--- src/hw/tmr_pkg.sv ---
package tmr_pkg;
    // Register indices; the byte address on the bus is four times the index.
    localparam logic [7:0] IDX_FLAGS = 8'h0b;
    localparam logic [7:0] IDX_IRQ_MASK = 8'h0c;
    localparam logic [7:0] IDX_FORCE = 8'h22;
    localparam logic [7:0] IDX_CAPT_L = 8'h24;
    localparam logic [7:0] IDX_CAPT_H = 8'h25;
    localparam logic [7:0] IDX_CMPA_L = 8'h26;
    localparam logic [7:0] IDX_CMPA_H = 8'h27;
    localparam logic [7:0] IDX_CMPB_L = 8'h28;
    localparam logic [7:0] IDX_CMPB_H = 8'h29;
    localparam logic [7:0] IDX_COUNT_L = 8'h2c;
    localparam logic [7:0] IDX_COUNT_H = 8'h2d;
    localparam logic [7:0] IDX_CTRL_B = 8'h2e;
    localparam logic [7:0] IDX_CTRL_A = 8'h2f;
    // Field positions.
    localparam int CTRLB_FILTER = 7;
    localparam int CTRLB_EDGE = 6;
    localparam int FORCE_A = 7;
    localparam int FORCE_B = 6;
    localparam int FLAG_CAPT = 5;
    localparam int FLAG_CMPB = 2;
    localparam int FLAG_CMPA = 1;
    localparam int FLAG_OVF = 0;
    // Writable bit masks and reset values.
    localparam logic [7:0] CTRLA_WMASK = 8'hf3;
    localparam logic [7:0] CTRLB_WMASK = 8'hdf;
    localparam logic [7:0] FLAGS_MASK = 8'h27;
    localparam logic [7:0] REG8_RESET = 8'h00;
    localparam logic [15:0] REG16_RESET = 16'h0000;
    // Clock sources.
    localparam logic [2:0] CS_STOP = 3'h0;
    localparam logic [2:0] CS_DIV1 = 3'h1;
    localparam logic [2:0] CS_DIV8 = 3'h2;
    localparam logic [2:0] CS_DIV64 = 3'h3;
    localparam logic [2:0] CS_DIV256 = 3'h4;
    localparam logic [2:0] CS_DIV1024 = 3'h5;
    localparam logic [2:0] CS_EXT_FALL = 3'h6;
    localparam logic [2:0] CS_EXT_RISE = 3'h7;
    localparam int FILTER_SAMPLES = 4;
    localparam logic [15:0] TOP_MAX = 16'hffff;
    localparam logic [15:0] TOP_8BIT = 16'h00ff;
    localparam logic [15:0] TOP_9BIT = 16'h01ff;
    localparam logic [15:0] TOP_10BIT = 16'h03ff;
endpackage

--- src/hw/tmr_timer16.sv ---
// The Wishbone register port was decided locally.
`timescale 1ns/1ns
// Functional notes
// - Filtered capture input changes only after four equal new samples.
// - Filter adds four cycles of latency before the capture event.
// - Edge select zero means falling edge, one means rising edge.
// - Capture trigger copies counter into capture register and sets capture flag.
// - Capture register used as top disconnects the capture pin.
// - Clock select: stop, undivided, or divide by 8, 64, 256, 1024.
// - Clock select 110 counts falling, 111 rising external pin edges.
// - External pin edges count even when the pin is an output.
// - Force strobes work only in non-PWM modes.
// - Force strobe acts as a compare match on the waveform output.
// - Force strobe sets no flag, no interrupt, never clears the counter.
// - Force bits are write-only and read as zero.
// - Counter is reached through two bytes with a shared high-byte temp.
// - Counter write suppresses the compare match on the next timer tick.
// - Compare registers are compared continuously; match drives flag and output.
// - Compare high byte staged in temp, committed with the low byte.
// - Capture source is the pin or optionally the analog comparator.
// - Capture reads return both bytes of one instant via temp.
// - Capture interrupt needs enable, global flag and capture flag.
// - Compare interrupts need channel enable, global flag and compare flag.
// - Overflow interrupt needs enable, global flag and overflow flag.
// - Upper mode bits join lower mode bits into the four-bit mode.
// - Compare flag sets on the tick after counter equals compare value.
// - Flags clear on vector execution or on writing one.
module tmr_timer16
    import tmr_pkg::*;
(
    // Clock and reset
    input wire logic clk_i,
    input wire logic rst_i,
    // Wishbone slave
    input wire logic wb_cyc_i,
    input wire logic wb_stb_i,
    input wire logic wb_we_i,
    input wire logic [9:0] wb_adr_i,
    input wire logic [3:0] wb_sel_i,
    input wire logic [31:0] wb_dat_i,
    output logic [31:0] wb_dat_o,
    output logic wb_ack_o,
    // Pins and neighbours
    input wire logic capture_pin_i,
    input wire logic ext_count_pin_i,
    input wire logic comparator_i,
    input wire logic capture_from_comparator_i,
    input wire logic global_irq_enable_i,
    input wire logic [3:0] vector_done_i,
    // Waveform and interrupt outputs
    output logic wave_out_a_o,
    output logic wave_out_a_oe_o,
    output logic wave_out_b_o,
    output logic wave_out_b_oe_o,
    output logic irq_capture_o,
    output logic irq_compare_a_o,
    output logic irq_compare_b_o,
    output logic irq_overflow_o
);

    typedef struct packed {
        logic [7:0] ctrl_a;
        logic [7:0] ctrl_b;
        logic [7:0] irq_mask;
        logic [7:0] flags;
        logic [7:0] temp;
        logic [15:0] count;
        logic [15:0] cmp_a;
        logic [15:0] cmp_b;
        logic [15:0] capt;
        logic count_down;
        logic block_match;
        logic [9:0] presc;
        logic [1:0] capt_sync;
        logic [1:0] ext_sync;
        logic ext_prev;
        logic [2:0] capt_hist;
        logic capt_filt;
        logic capt_prev;
        logic wave_a;
        logic wave_b;
        logic oe_a;
        logic oe_b;
        logic [3:0] irq;
        logic ack;
        logic [31:0] rdata;
    } tmr_state_type;

    tmr_state_type s_q;
    tmr_state_type s_d;

    // Output level after a compare match for one channel.
    function automatic logic match_level(input logic [1:0] com, input logic cur,
                                         input logic phase, input logic fast,
                                         input logic up, input logic chan_a,
                                         input logic wm3);
        logic lvl;
        lvl = cur;
        if (!phase && !fast) begin
            case (com)
                2'h1: lvl = ~cur;
                2'h2: lvl = 1'b0;
                2'h3: lvl = 1'b1;
                default: lvl = cur;
            endcase
        end else begin
            case (com)
                2'h1: lvl = (chan_a && wm3) ? ~cur : cur;
                2'h2: lvl = phase ? ~up : 1'b0;
                2'h3: lvl = phase ? up : 1'b1;
                default: lvl = cur;
            endcase
        end
        return lvl;
    endfunction

    logic [3:0] wmode;
    logic phase_m;
    logic fast_m;
    logic capt_top;
    logic [15:0] top;
    logic tick;
    logic [7:0] idx;
    logic req;
    logic wr;
    logic rd;
    logic [7:0] wb;
    logic capt_src;
    logic capt_edge;
    logic match_a;
    logic match_b;
    logic [7:0] set_f;
    logic [7:0] clr_f;
    logic [7:0] rd8;
    logic ext_edge;

    always_comb begin
        s_d = s_q;
        wmode = {s_q.ctrl_b[4:3], s_q.ctrl_a[1:0]};
        phase_m = (wmode inside {4'd1, 4'd2, 4'd3, 4'd8, 4'd9, 4'd10, 4'd11});
        fast_m = (wmode inside {4'd5, 4'd6, 4'd7, 4'd14, 4'd15});
        capt_top = (wmode inside {4'd8, 4'd10, 4'd12, 4'd14});
        case (wmode)
            4'd1, 4'd5: top = TOP_8BIT;
            4'd2, 4'd6: top = TOP_9BIT;
            4'd3, 4'd7: top = TOP_10BIT;
            4'd4, 4'd9, 4'd11, 4'd15: top = s_q.cmp_a;
            4'd8, 4'd10, 4'd12, 4'd14: top = s_q.capt;
            default: top = TOP_MAX;
        endcase

        // Prescaler runs free; taps pick the counting rate.
        s_d.presc = s_q.presc + 10'h001;
        // External edges from the synchronised pin.
        s_d.ext_sync = {s_q.ext_sync[0], ext_count_pin_i};
        s_d.ext_prev = s_q.ext_sync[1];
        ext_edge = 1'b0;
        case (s_q.ctrl_b[2:0])
            CS_DIV1: tick = 1'b1;
            CS_DIV8: tick = (s_q.presc[2:0] == 3'h7);
            CS_DIV64: tick = (s_q.presc[5:0] == 6'h3f);
            CS_DIV256: tick = (s_q.presc[7:0] == 8'hff);
            CS_DIV1024: tick = (s_q.presc == 10'h3ff);
            // Pin level is read regardless of its direction.
            CS_EXT_FALL: begin
                ext_edge = s_q.ext_prev & ~s_q.ext_sync[1];
                tick = ext_edge;
            end
            CS_EXT_RISE: begin
                ext_edge = ~s_q.ext_prev & s_q.ext_sync[1];
                tick = ext_edge;
            end
            default: tick = 1'b0;
        endcase

        // Noise filter on four successive samples.
        s_d.capt_sync = {s_q.capt_sync[0], capture_pin_i};
        // The newest sample joins the three held ones, so the filter adds four cycles.
        s_d.capt_hist = {s_q.capt_hist[1:0], s_q.capt_sync[1]};
        if ({s_q.capt_hist, s_q.capt_sync[1]} == {FILTER_SAMPLES{~s_q.capt_filt}}) begin
            s_d.capt_filt = ~s_q.capt_filt;
        end
        if (capture_from_comparator_i) begin
            capt_src = comparator_i;
        end else if (s_q.ctrl_b[CTRLB_FILTER]) begin
            // Filtered path adds the filter delay.
            capt_src = s_q.capt_filt;
        end else begin
            capt_src = s_q.capt_sync[1];
        end
        s_d.capt_prev = capt_src;
        capt_edge = s_q.ctrl_b[CTRLB_EDGE] ? (capt_src & ~s_q.capt_prev)
                                           : (~capt_src & s_q.capt_prev);

        set_f = 8'h00;
        clr_f = 8'h00;
        // Capture loads counter and sets flag.
        if (capt_edge && !capt_top) begin
            s_d.capt = s_q.count;
            set_f[FLAG_CAPT] = 1'b1;
        end
        // Capture top blocks pin captures; flag marks top instead.
        if (capt_top && tick && s_q.count == top) begin
            set_f[FLAG_CAPT] = 1'b1;
        end

        // A counter write blocks the next tick's match.
        match_a = tick && !s_q.block_match && (s_q.count == s_q.cmp_a);
        match_b = tick && !s_q.block_match && (s_q.count == s_q.cmp_b);
        // Flags set on the tick leaving the equal value.
        set_f[FLAG_CMPA] = match_a;
        set_f[FLAG_CMPB] = match_b;
        if (tick) begin
            s_d.block_match = 1'b0;
        end
        if (match_a) begin
            s_d.wave_a = match_level(s_q.ctrl_a[7:6], s_q.wave_a, phase_m, fast_m,
                                     ~s_q.count_down, 1'b1, wmode[3]);
        end
        if (match_b) begin
            s_d.wave_b = match_level(s_q.ctrl_a[5:4], s_q.wave_b, phase_m, fast_m,
                                     ~s_q.count_down, 1'b0, wmode[3]);
        end

        if (tick) begin
            if (phase_m) begin
                if (!s_q.count_down && s_q.count >= top) begin
                    s_d.count_down = 1'b1;
                    s_d.count = s_q.count - 16'h0001;
                end else if (s_q.count_down && s_q.count == 16'h0000) begin
                    s_d.count_down = 1'b0;
                    s_d.count = 16'h0001;
                    set_f[FLAG_OVF] = 1'b1;
                end else begin
                    s_d.count = s_q.count_down ? s_q.count - 16'h0001
                                               : s_q.count + 16'h0001;
                end
            end else begin
                s_d.count_down = 1'b0;
                if (s_q.count == top) begin
                    s_d.count = 16'h0000;
                    if (fast_m) begin
                        set_f[FLAG_OVF] = 1'b1;
                        if (s_q.ctrl_a[7]) s_d.wave_a = ~s_q.ctrl_a[6];
                        if (s_q.ctrl_a[5]) s_d.wave_b = ~s_q.ctrl_a[4];
                    end
                end else begin
                    s_d.count = s_q.count + 16'h0001;
                end
                if (!fast_m && s_q.count == TOP_MAX) begin
                    set_f[FLAG_OVF] = 1'b1;
                end
            end
        end

        // Wishbone decode; only byte lane 0 carries data.
        // The registered ack masks the request, so a held strobe is answered every other cycle.
        req = wb_cyc_i && wb_stb_i && !s_q.ack;
        wr = req && wb_we_i && wb_sel_i[0];
        rd = req && !wb_we_i;
        idx = wb_adr_i[9:2];
        wb = wb_dat_i[7:0];
        s_d.ack = req;
        rd8 = 8'h00;
        case (idx)
            IDX_FLAGS: rd8 = s_q.flags;
            IDX_IRQ_MASK: rd8 = s_q.irq_mask;
            IDX_FORCE: rd8 = 8'h00;
            IDX_CTRL_A: rd8 = s_q.ctrl_a;
            IDX_CTRL_B: rd8 = s_q.ctrl_b;
            IDX_COUNT_L: rd8 = s_q.count[7:0];
            IDX_CMPA_L: rd8 = s_q.cmp_a[7:0];
            IDX_CMPB_L: rd8 = s_q.cmp_b[7:0];
            IDX_CAPT_L: rd8 = s_q.capt[7:0];
            IDX_COUNT_H, IDX_CAPT_H: rd8 = s_q.temp;
            IDX_CMPA_H: rd8 = s_q.cmp_a[15:8];
            IDX_CMPB_H: rd8 = s_q.cmp_b[15:8];
            default: rd8 = 8'h00;
        endcase
        s_d.rdata = rd ? {24'h000000, rd8} : 32'h00000000;
        // Low-byte read latches the high byte of the same instant.
        if (rd && idx == IDX_CAPT_L) s_d.temp = s_q.capt[15:8];
        // Counter high byte travels through temp on reads too.
        if (rd && idx == IDX_COUNT_L) s_d.temp = s_q.count[15:8];

        if (wr) begin
            case (idx)
                IDX_FLAGS: clr_f = wb & FLAGS_MASK;
                IDX_IRQ_MASK: s_d.irq_mask = wb & FLAGS_MASK;
                IDX_CTRL_A: s_d.ctrl_a = wb & CTRLA_WMASK;
                IDX_CTRL_B: s_d.ctrl_b = wb & CTRLB_WMASK;
                IDX_FORCE: begin
                    // Forced match drives the waveform output.
                    // No flag is set and the counter is untouched.
                    if (!phase_m && !fast_m && wb[FORCE_A]) begin
                        s_d.wave_a = match_level(s_q.ctrl_a[7:6], s_q.wave_a, 1'b0,
                                                 1'b0, 1'b1, 1'b1, 1'b0);
                    end
                    if (!phase_m && !fast_m && wb[FORCE_B]) begin
                        s_d.wave_b = match_level(s_q.ctrl_a[5:4], s_q.wave_b, 1'b0,
                                                 1'b0, 1'b1, 1'b0, 1'b0);
                    end
                end
                IDX_COUNT_H, IDX_CMPA_H, IDX_CMPB_H, IDX_CAPT_H: s_d.temp = wb;
                IDX_COUNT_L: begin
                    s_d.count = {s_q.temp, wb};
                    s_d.block_match = 1'b1;
                end
                IDX_CMPA_L: s_d.cmp_a = {s_q.temp, wb};
                IDX_CMPB_L: s_d.cmp_b = {s_q.temp, wb};
                IDX_CAPT_L: s_d.capt = {s_q.temp, wb};
                default: s_d.block_match = s_q.block_match;
            endcase
        end

        // Clear by vector or by writing one; a set in the same cycle wins.
        clr_f[FLAG_CAPT] = clr_f[FLAG_CAPT] | vector_done_i[3];
        clr_f[FLAG_CMPB] = clr_f[FLAG_CMPB] | vector_done_i[2];
        clr_f[FLAG_CMPA] = clr_f[FLAG_CMPA] | vector_done_i[1];
        clr_f[FLAG_OVF] = clr_f[FLAG_OVF] | vector_done_i[0];
        s_d.flags = ((s_q.flags & ~clr_f) | set_f) & FLAGS_MASK;

        // Output enables are registered so the pins come straight from flops.
        s_d.oe_a = s_d.ctrl_a[7] | s_d.ctrl_a[6];
        s_d.oe_b = s_d.ctrl_a[5] | s_d.ctrl_a[4];
        // Requests use the next flag value so they rise together with the flag.

        s_d.irq[3] = s_d.flags[FLAG_CAPT] & s_q.irq_mask[FLAG_CAPT] & global_irq_enable_i;
        s_d.irq[2] = s_d.flags[FLAG_CMPB] & s_q.irq_mask[FLAG_CMPB] & global_irq_enable_i;
        s_d.irq[1] = s_d.flags[FLAG_CMPA] & s_q.irq_mask[FLAG_CMPA] & global_irq_enable_i;
        s_d.irq[0] = s_d.flags[FLAG_OVF] & s_q.irq_mask[FLAG_OVF] & global_irq_enable_i;
    end

    always_ff @(posedge clk_i) begin
        if (rst_i) begin
            s_q <= '0;
            s_q.ctrl_a <= REG8_RESET;
            s_q.ctrl_b <= REG8_RESET;
            s_q.irq_mask <= REG8_RESET;
            s_q.flags <= REG8_RESET;
            s_q.count <= REG16_RESET;
            s_q.cmp_a <= REG16_RESET;
            s_q.cmp_b <= REG16_RESET;
            s_q.capt <= REG16_RESET;
        end else begin
            s_q <= s_d;
        end
    end

    assign wb_dat_o = s_q.rdata;
    assign wb_ack_o = s_q.ack;
    assign wave_out_a_o = s_q.wave_a;
    assign wave_out_b_o = s_q.wave_b;
    assign wave_out_a_oe_o = s_q.oe_a;
    assign wave_out_b_oe_o = s_q.oe_b;
    assign irq_capture_o = s_q.irq[3];
    assign irq_compare_b_o = s_q.irq[2];
    assign irq_compare_a_o = s_q.irq[1];
    assign irq_overflow_o = s_q.irq[0];

endmodule // tmr_timer16

--- config.mk ---
export PLATFORM = sky130hd
export DESIGN_NAME = tmr_timer16
export DESIGN_NICKNAME = d
export VERILOG_FILES = /design/src/hw/tmr_pkg.sv /design/src/hw/tmr_timer16.sv
export SDC_FILE = /design/constraint.sdc
export NUM_CORES = 1
export LEC_CHECK = 0
export BUFFER_PORTS_ARGS = -buffer_cell sky130_fd_sc_hd__buf_2
export CAP_MARGIN = 10
export CORE_MARGIN = 4
export CORE_UTILIZATION = 59
export CTS_CLUSTER_DIAMETER = 150
export CTS_CLUSTER_SIZE = 30
export DETAILED_ROUTE_END_ITERATION = 8
export PLACE_DENSITY = 0.81
export RECOVER_POWER = 100
export SYNTH_ARGS = -nofsm -noshare
export SYNTH_HDL_FRONTEND = slang
export SYNTH_SLANG_ARGS = --single-unit
--- constraint.sdc ---
create_clock -name clk_i -period 3.85 [get_ports clk_i]
set_clock_uncertainty 0.15 [all_clocks]
set_input_delay 0.77 -clock clk_i [delete_from_list [all_inputs] [get_ports clk_i]]
set_output_delay 0.77 -clock clk_i [all_outputs]
set_load 0.01 [all_outputs]
==> impl_metrics.ini, run 1 <==
[global_route]
grt_pass1_vias = 7876
overflow = 0
track_usage = 0.341
grt_pass1_wl_mm = 43.3
grt_max_degree = 85
antenna_found_initial = 0

[clock_network]
htreeDepth = 4
cts_num_sinks = 132
cts_root_buffer = clkbuf_16
cts_resized = 0
cts_setup_buffers = 0
clkLatencyLatePin_ps = 440
cts_buffers = 17
cts_tree = yes
hold_buffers = 0
clk_pin_slew_ps = 60
cts_max_path_buffers = 2

[worst_setup_path]
critPathLaunch = s_q[51]$_SDFF_PP0_
crit_required_ps = 4030
reg2reg_from = s_q[51]$_SDFF_PP0_
crit_path_start_kind = flip-flop
worstPathMaxFanout = 13
end_kind = flip-flop
arrival_ps = 3810
reg2reg_slack_ps = 220
crit_type = flip-flop to flip-flop
r2r_end = irq_overflow_o$_SDFF_PP0_
reg2regPathDepth = 8

[cells_and_area]
multiInputGateArea_mm2 = 0.00515
regArea_mm2 = 0.00264
antennaDiodeCount = 0
num-nets-final = 1200
nFillCells = 1184
drive_above_1_share = 0.103
area_growth_pct = 9.93
postLayoutCoreUtil = 0.663

[sta]
period_minus_slack_ps = 3630
setup_tns_ps = 0
finalCritPeriodShare = 0.943
rsz0062_at_grt = false
timing.fmax_mhz = 275
worst_pin_slew_ps = 1820
hold_violations = 0
finalSetupViolations = 0
max_slew_margin = -0.228
drv_slew = 46

[detailed_routing]
ant_nets = 0
wl_mm = 27.9
num_vias = 8756
firstDrtPassIters = 8
drtIter0Drc = 1321
post-route-drc-count = 0
routedWlPerCell_um = 21.2
vias_per_cell = 6.67

[hold_path]
worstHoldEndpoint = s_d[46]$_SDFF_PP0_
min_path_type = flip-flop to flip-flop
min_from = s_d[48]$_SDFF_PP0_
hold_depth = 1

[die]
io_pins = 101
start_util = 0.603
fp.dieH_um = 127
die-area_mm2 = 0.0162
rows = 43
core-area_mm2 = 0.0139
die_w_um = 127

[place]
numPortBuffers = 47
dp_hpwl_mm = 19.6
place_congestion = 1.01

[synthesis]
synth_seq_cells = 132
async_flop_share = 0
synth_area_mm2 = 0.00840
synth_flop_cell = dfxtp_1
synth_warnings = 0
syn_avg_cell_area_um2 = 7.68
synth.distinct_cells = 71
yosysTopAreaCellShare = 0.315
synth_seq_area_share = 0.315
synth_area_leader_cell = dfxtp_1
synth-edff-count = 0
synthCells = 1094
ys_top_cells_by_area = dfxtp_1 31%, nand2_1 5.5%, a21oi_1 5.4%, nor2_1 5.2%, xor2_1 4.4%

[flow_run]
cap_violations = 2

[pwr]
power.density_mw_per_mm2 = 339
ir_drop_v = 0.000412
power_uw = 3130
power_leakage_uw = 0.00369

[status]
status = finished with violations
violations = capacitance limit, slew limit
==> power breakdown <==
part | internal [uW] | switching, uW | total, uW
sequential | 1370 | 5.02 | 1380
clock | 920 | 716 | 1640
combinational | 30.4 | 91.2 | 122
==> worst max path at each step <==
stage	cells past startpoint	slack, ps	end
floorplan	14	300	s_q[123]$_SDFF_PP0_
global placement	12	400	s_q[112]$_SDFF_PP0_
detailed placement	13	380	s_q[123]$_SDFF_PP0_
CTS	13	350	s_q[123]$_SDFF_PP0_
global route	13	50	s_q[114]$_SDFF_PP0_
finish	8	220	irq_overflow_o$_SDFF_PP0_
==> placed cells by master, fill, tap and decap left out, types with 26 or more instances in the layout <==
| cell | instances |
|---|---|
| nand2_1 | 125 |
| buf_2 | 28 |
| dfxtp_1 | 132 |
| nor3_1 | 26 |
| mux2i_1 | 32 |
| xor2_1 | 42 |
| o21ai_0 | 38 |
| clkbuf_1 | 28 |
| nor4_1 | 27 |
| nor2_1 | 118 |
| nand3_1 | 52 |
| a21oi_1 | 91 |
| buf_4 | 42 |
==> per-layer routing <==
metal | vias to the layer above | global-route usage | share of wire
met3 | 120 | 0.111 | 0.13
met2 | 625 | 0.495 | 0.43
met5 | - | 0 | 0
met4 | 0 | 0.184 | 0.052
met1 | 4033 | 0.448 | 0.39
li1 | 3978 | - | -
==> critical path, stage by stage (launching register included) <==
cell and delay (ps):
dfxtp_1 340, ha_1 240, nand2_1 110, nor3_1 80, o21ai_0 1400, or2_2 540, a221o_1 250, a21oi_1 110
and3_1 290
==> cells by family after synthesis <==
logic type                 Yosys count  synth area share
xor gates and xnor gates            60            0.0625
and+or+nand+nor                    448             0.261
AOI/OAI and AO/OA                  266             0.213
buffers and inverters              133            0.0780
DFF                                132             0.315
adders and majority gates           20            0.0298
other                                1          0.000446
muxes                               34            0.0408
==> cell usage after synthesis, drive strengths merged, types with 3 or more instances <==
cell,count
nand3b,7
xnor2,18
a31oi,14
inv,15
o31ai,6
a221oi,9
nand2b,10
ha,20
nand4,12
a21oi,91
mux2i,32
and2,6
nand2,126
a41oi,4
nor3b,3
a22oi,10
nor4,28
o211ai,4
a2111oi,3
dfxtp,132
o21ai,39
a211oi,21
nor3,26
nor2b,25
clkbuf,54
xor2,42
nor2,119
a31o,3
buf,62
a211o,3
or3,10
nand3,52
a311oi,15
nor4b,3
and3,14
o32ai,3
a222oi,17
==> metrics by stage <==
| stage | cell area (um^2) | worst slack, ps | hold slack, ps | std cells |
|---|---|---|---|---|
| after floorplan | 8490 | 299 | 264 | 1117 |
| after global placement | 8760 | 396 | 271 | 1281 |
| after detailed placement | 8760 | 380 | 276 | 1281 |
| after CTS | 9340 | 347 | 289 | 1313 |
| after global routing | 9240 | 50.0 | 309 | 1313 |
| final | 9240 | 220 | 290 | 1313 |
==> cell type report <==
type,instances,share of cell area
multi-input combinational,852,0.558
inverter,17,0.00691
sequential,132,0.286
timing repair buffer,100,0.0618
clock inverter,15,0.0172
clock buffer,17,0.0461
tap,180,0.0244
==> sequential cells by signal (all words and copies together) (netlist names) <==
name	flops
wave_out_b_o	1
wave_out_b_oe_o	1
wave_out_a_o	1
wave_out_a_oe_o	1
irq_compare_a_o	1
irq_capture_o	1
s_d	6
wb_dat_o	8
wb_ack_o	1
s_q	109
irq_overflow_o	1
irq_compare_b_o	1
Note: power is estimated with default switching activity, not from simulation.
==> inputs of run 2 (changes only) <==
CORE_UTILIZATION = 45   (was 59)
MAX_ROUTING_LAYER = met4   (was not set)
PLACE_DENSITY = not set   (was 0.81)
==> run 2 against run 1 <==
Effect of this change: the run now ends clean; utilization fell by 15 points; register-to-register slack got worse by 60 ps; largest cell class unchanged; combinational power barely moved; sequential share of layout area fell by 0.30 points; fmax fell by 1.8%; count of clock-buffer cells in the layout rose by 1; die area rose by 29%; flip-flop and latch count did not move; highest routed layer unchanged; critical path depth rose by 5; non-clock buffer count rose by 4; cell count rose by 4.0%.
==> impl_metrics.ini, run 2 (synthesized netlist as in run 1, its figures left out) <==
[worst_setup_path]
end_kind = flip-flop
worstPathMaxFanout = 15
worst_path_largest_cell_delay_ps = 520
reg2reg_slack_ps = 150
crit_path_start_kind = flip-flop
critPathLaunch = s_q[155]$_SDFFE_PP0P_
crit_required_ps = 4020
cp_common_cell = or3_1
r2r_end = s_q[125]$_SDFF_PP0_
endpoint = s_q[125]$_SDFF_PP0_
arrival_ps = 3860
reg2regPathDepth = 13
crit_type = flip-flop to flip-flop
slowest_stage = a2111o_1
crit_chain = buf_4, or3_1, nand2_1, mux2_2, a21oi_1, ha_1, nand4_1, a2111o_1, nand3_1, clkbuf_1, nor3_1, or3_1, a32o_1
reg2reg_from = s_q[155]$_SDFFE_PP0P_

[detailed_routing]
highest_layer = met4
firstDrtPassIters = 7
met2_length_mm = 13.2
wl_mm = 29.8
post-route-drc-count = 0
drtIter0Drc = 1313
routed-wl-met3_mm = 3.09
routedWlPerCell_um = 21.8
wl_met1_mm = 12.8
vias_per_cell = 6.21
ant_nets = 0
num_vias = 8485

[flow_run]
cap_violations = 0

[clock_network]
cts_tree = yes
clk_pin_slew_ps = 60
cts_num_sinks = 132
cts_max_path_buffers = 2
cts_buffers = 17
clkLatencyLatePin_ps = 430
htreeDepth = 4
cts_root_buffer = clkbuf_16
cts_setup_buffers = 0

[sta]
finalSetupViolations = 0
finalCritPeriodShare = 0.960
rsz0062_at_grt = false
period_minus_slack_ps = 3700
worst_pin_slew_ps = 1140
drv_slew = 0
max_slew_margin = 0.236
hold_violations = 0
setup_tns_ps = 0
timing.fmax_mhz = 271

[cells_and_area]
mostFrequentLayoutCells = 132 x dfxtp_1, 125 x nand2_1, 117 x nor2_1
area_growth_pct = 11.1
top_register = s_q
final_common_cell = dfxtp_1
instances_no_fill = 1366
drive_above_1_share = 0.107
num-nets-final = 1204
nFillCells = 1772
largest_register_ffs = 109
antennaDiodeCount = 0

[pwr]
seqPwrFrac = 0.443
ir_drop_v = 0.000250
power_leakage_uw = 0.00370
power.density_mw_per_mm2 = 333
p_sw_uw = 797
power_frac_comb = 0.039
pwr-share-clk = 0.518
power_uw = 3110
swShare = 0.256
intPower_uw = 2310

[die]
core-area_mm2 = 0.0181
fp.dieH_um = 145
rows = 49
io_pins = 101
die_w_um = 145
die-area_mm2 = 0.0209
start_util = 0.463

[global_route]
antenna_found_initial = 0
grt_pass1_vias = 7569
grt_max_degree = 120
overflow = 0
track_usage = 0.291
grt_pass1_wl_mm = 45.3

[hold_path]
min_path_type = flip-flop to flip-flop
hold_depth = 1

[status]
status = completed

[place]
dp_hpwl_mm = 21.3
place_congestion = 0.962
numPortBuffers = 47
dp.cells = 1334
-- run 2: metrics by stage --
| stage | util | setup WS [ps] | hold slack [ps] | instance area [um^2] |
|---|---|---|---|---|
| 6_report | 0.514 | 155 | 283 | 9340 |
| 3_3_place_gp | 0.489 | 318 | 270 | 8870 |
| 4_1_cts | 0.520 | 298 | 289 | 9440 |
| 5_1_grt | 0.514 | 5.75 | 306 | 9340 |
| 2_1_floorplan | - | 299 | 264 | 8490 |
| 3_5_place_dp | 0.489 | 314 | 275 | 8870 |
-- run 2: worst min path at each step --
stage	from	to	slack (ps)
6_report	s_d[48]$_SDFF_PP0_	s_d[46]$_SDFF_PP0_	280
5_1_grt	s_d[48]$_SDFF_PP0_	s_d[46]$_SDFF_PP0_	310
4_1_cts	s_d[48]$_SDFF_PP0_	s_d[46]$_SDFF_PP0_	290
3_5_place_dp	s_d[48]$_SDFF_PP0_	s_d[46]$_SDFF_PP0_	270
3_3_place_gp	s_d[50]$_SDFF_PP0_	s_d[43]$_SDFF_PP0_	270
2_1_floorplan	s_d[50]$_SDFF_PP0_	s_d[43]$_SDFF_PP0_	260
-- run 2: power by group through the flow --
stage	registers, uW	logic, uW	clock network (uW)
after floorplan	1410	90.2	0
after global placement	1410	123	0
after detailed placement	1410	122	0
after CTS	1380	122	1630
after global routing	1380	131	1680
final	1380	121	1610
-- run 2: per-layer routing --
layer / GRT usage / vias to the layer above
met5: - / -
met1: 0.406 / 3994
met4: 0.0790 / 0
li1: - / 3971
met3: 0.0595 / 59
met2: 0.429 / 461
-- run 2: area by class of cell --
type	count	area, um^2	area share
clock buffers	18	429	0.0460
clock inverters	14	141	0.0151
inverters	17	63.8	0.00684
multi-input cells	852	5160	0.553
flip-flops and latches	132	2640	0.283
well taps	229	287	0.0307
repair buffers	104	613	0.0657
-- run 2: worst max-delay path: cells and delay by family (launching register included) --
kind	cells	cell delay [ps]
simple gates	6	1380
compound gates	3	780
buf+inv	2	480
flops	1	330
fa+ha+maj	1	320
mux	1	140
-- run 2: timing repair --
action / CTS / global route
setup endpoints to repair: 0 / 4
hold buffers: 0 / 0
resized for setup: 0 / 3
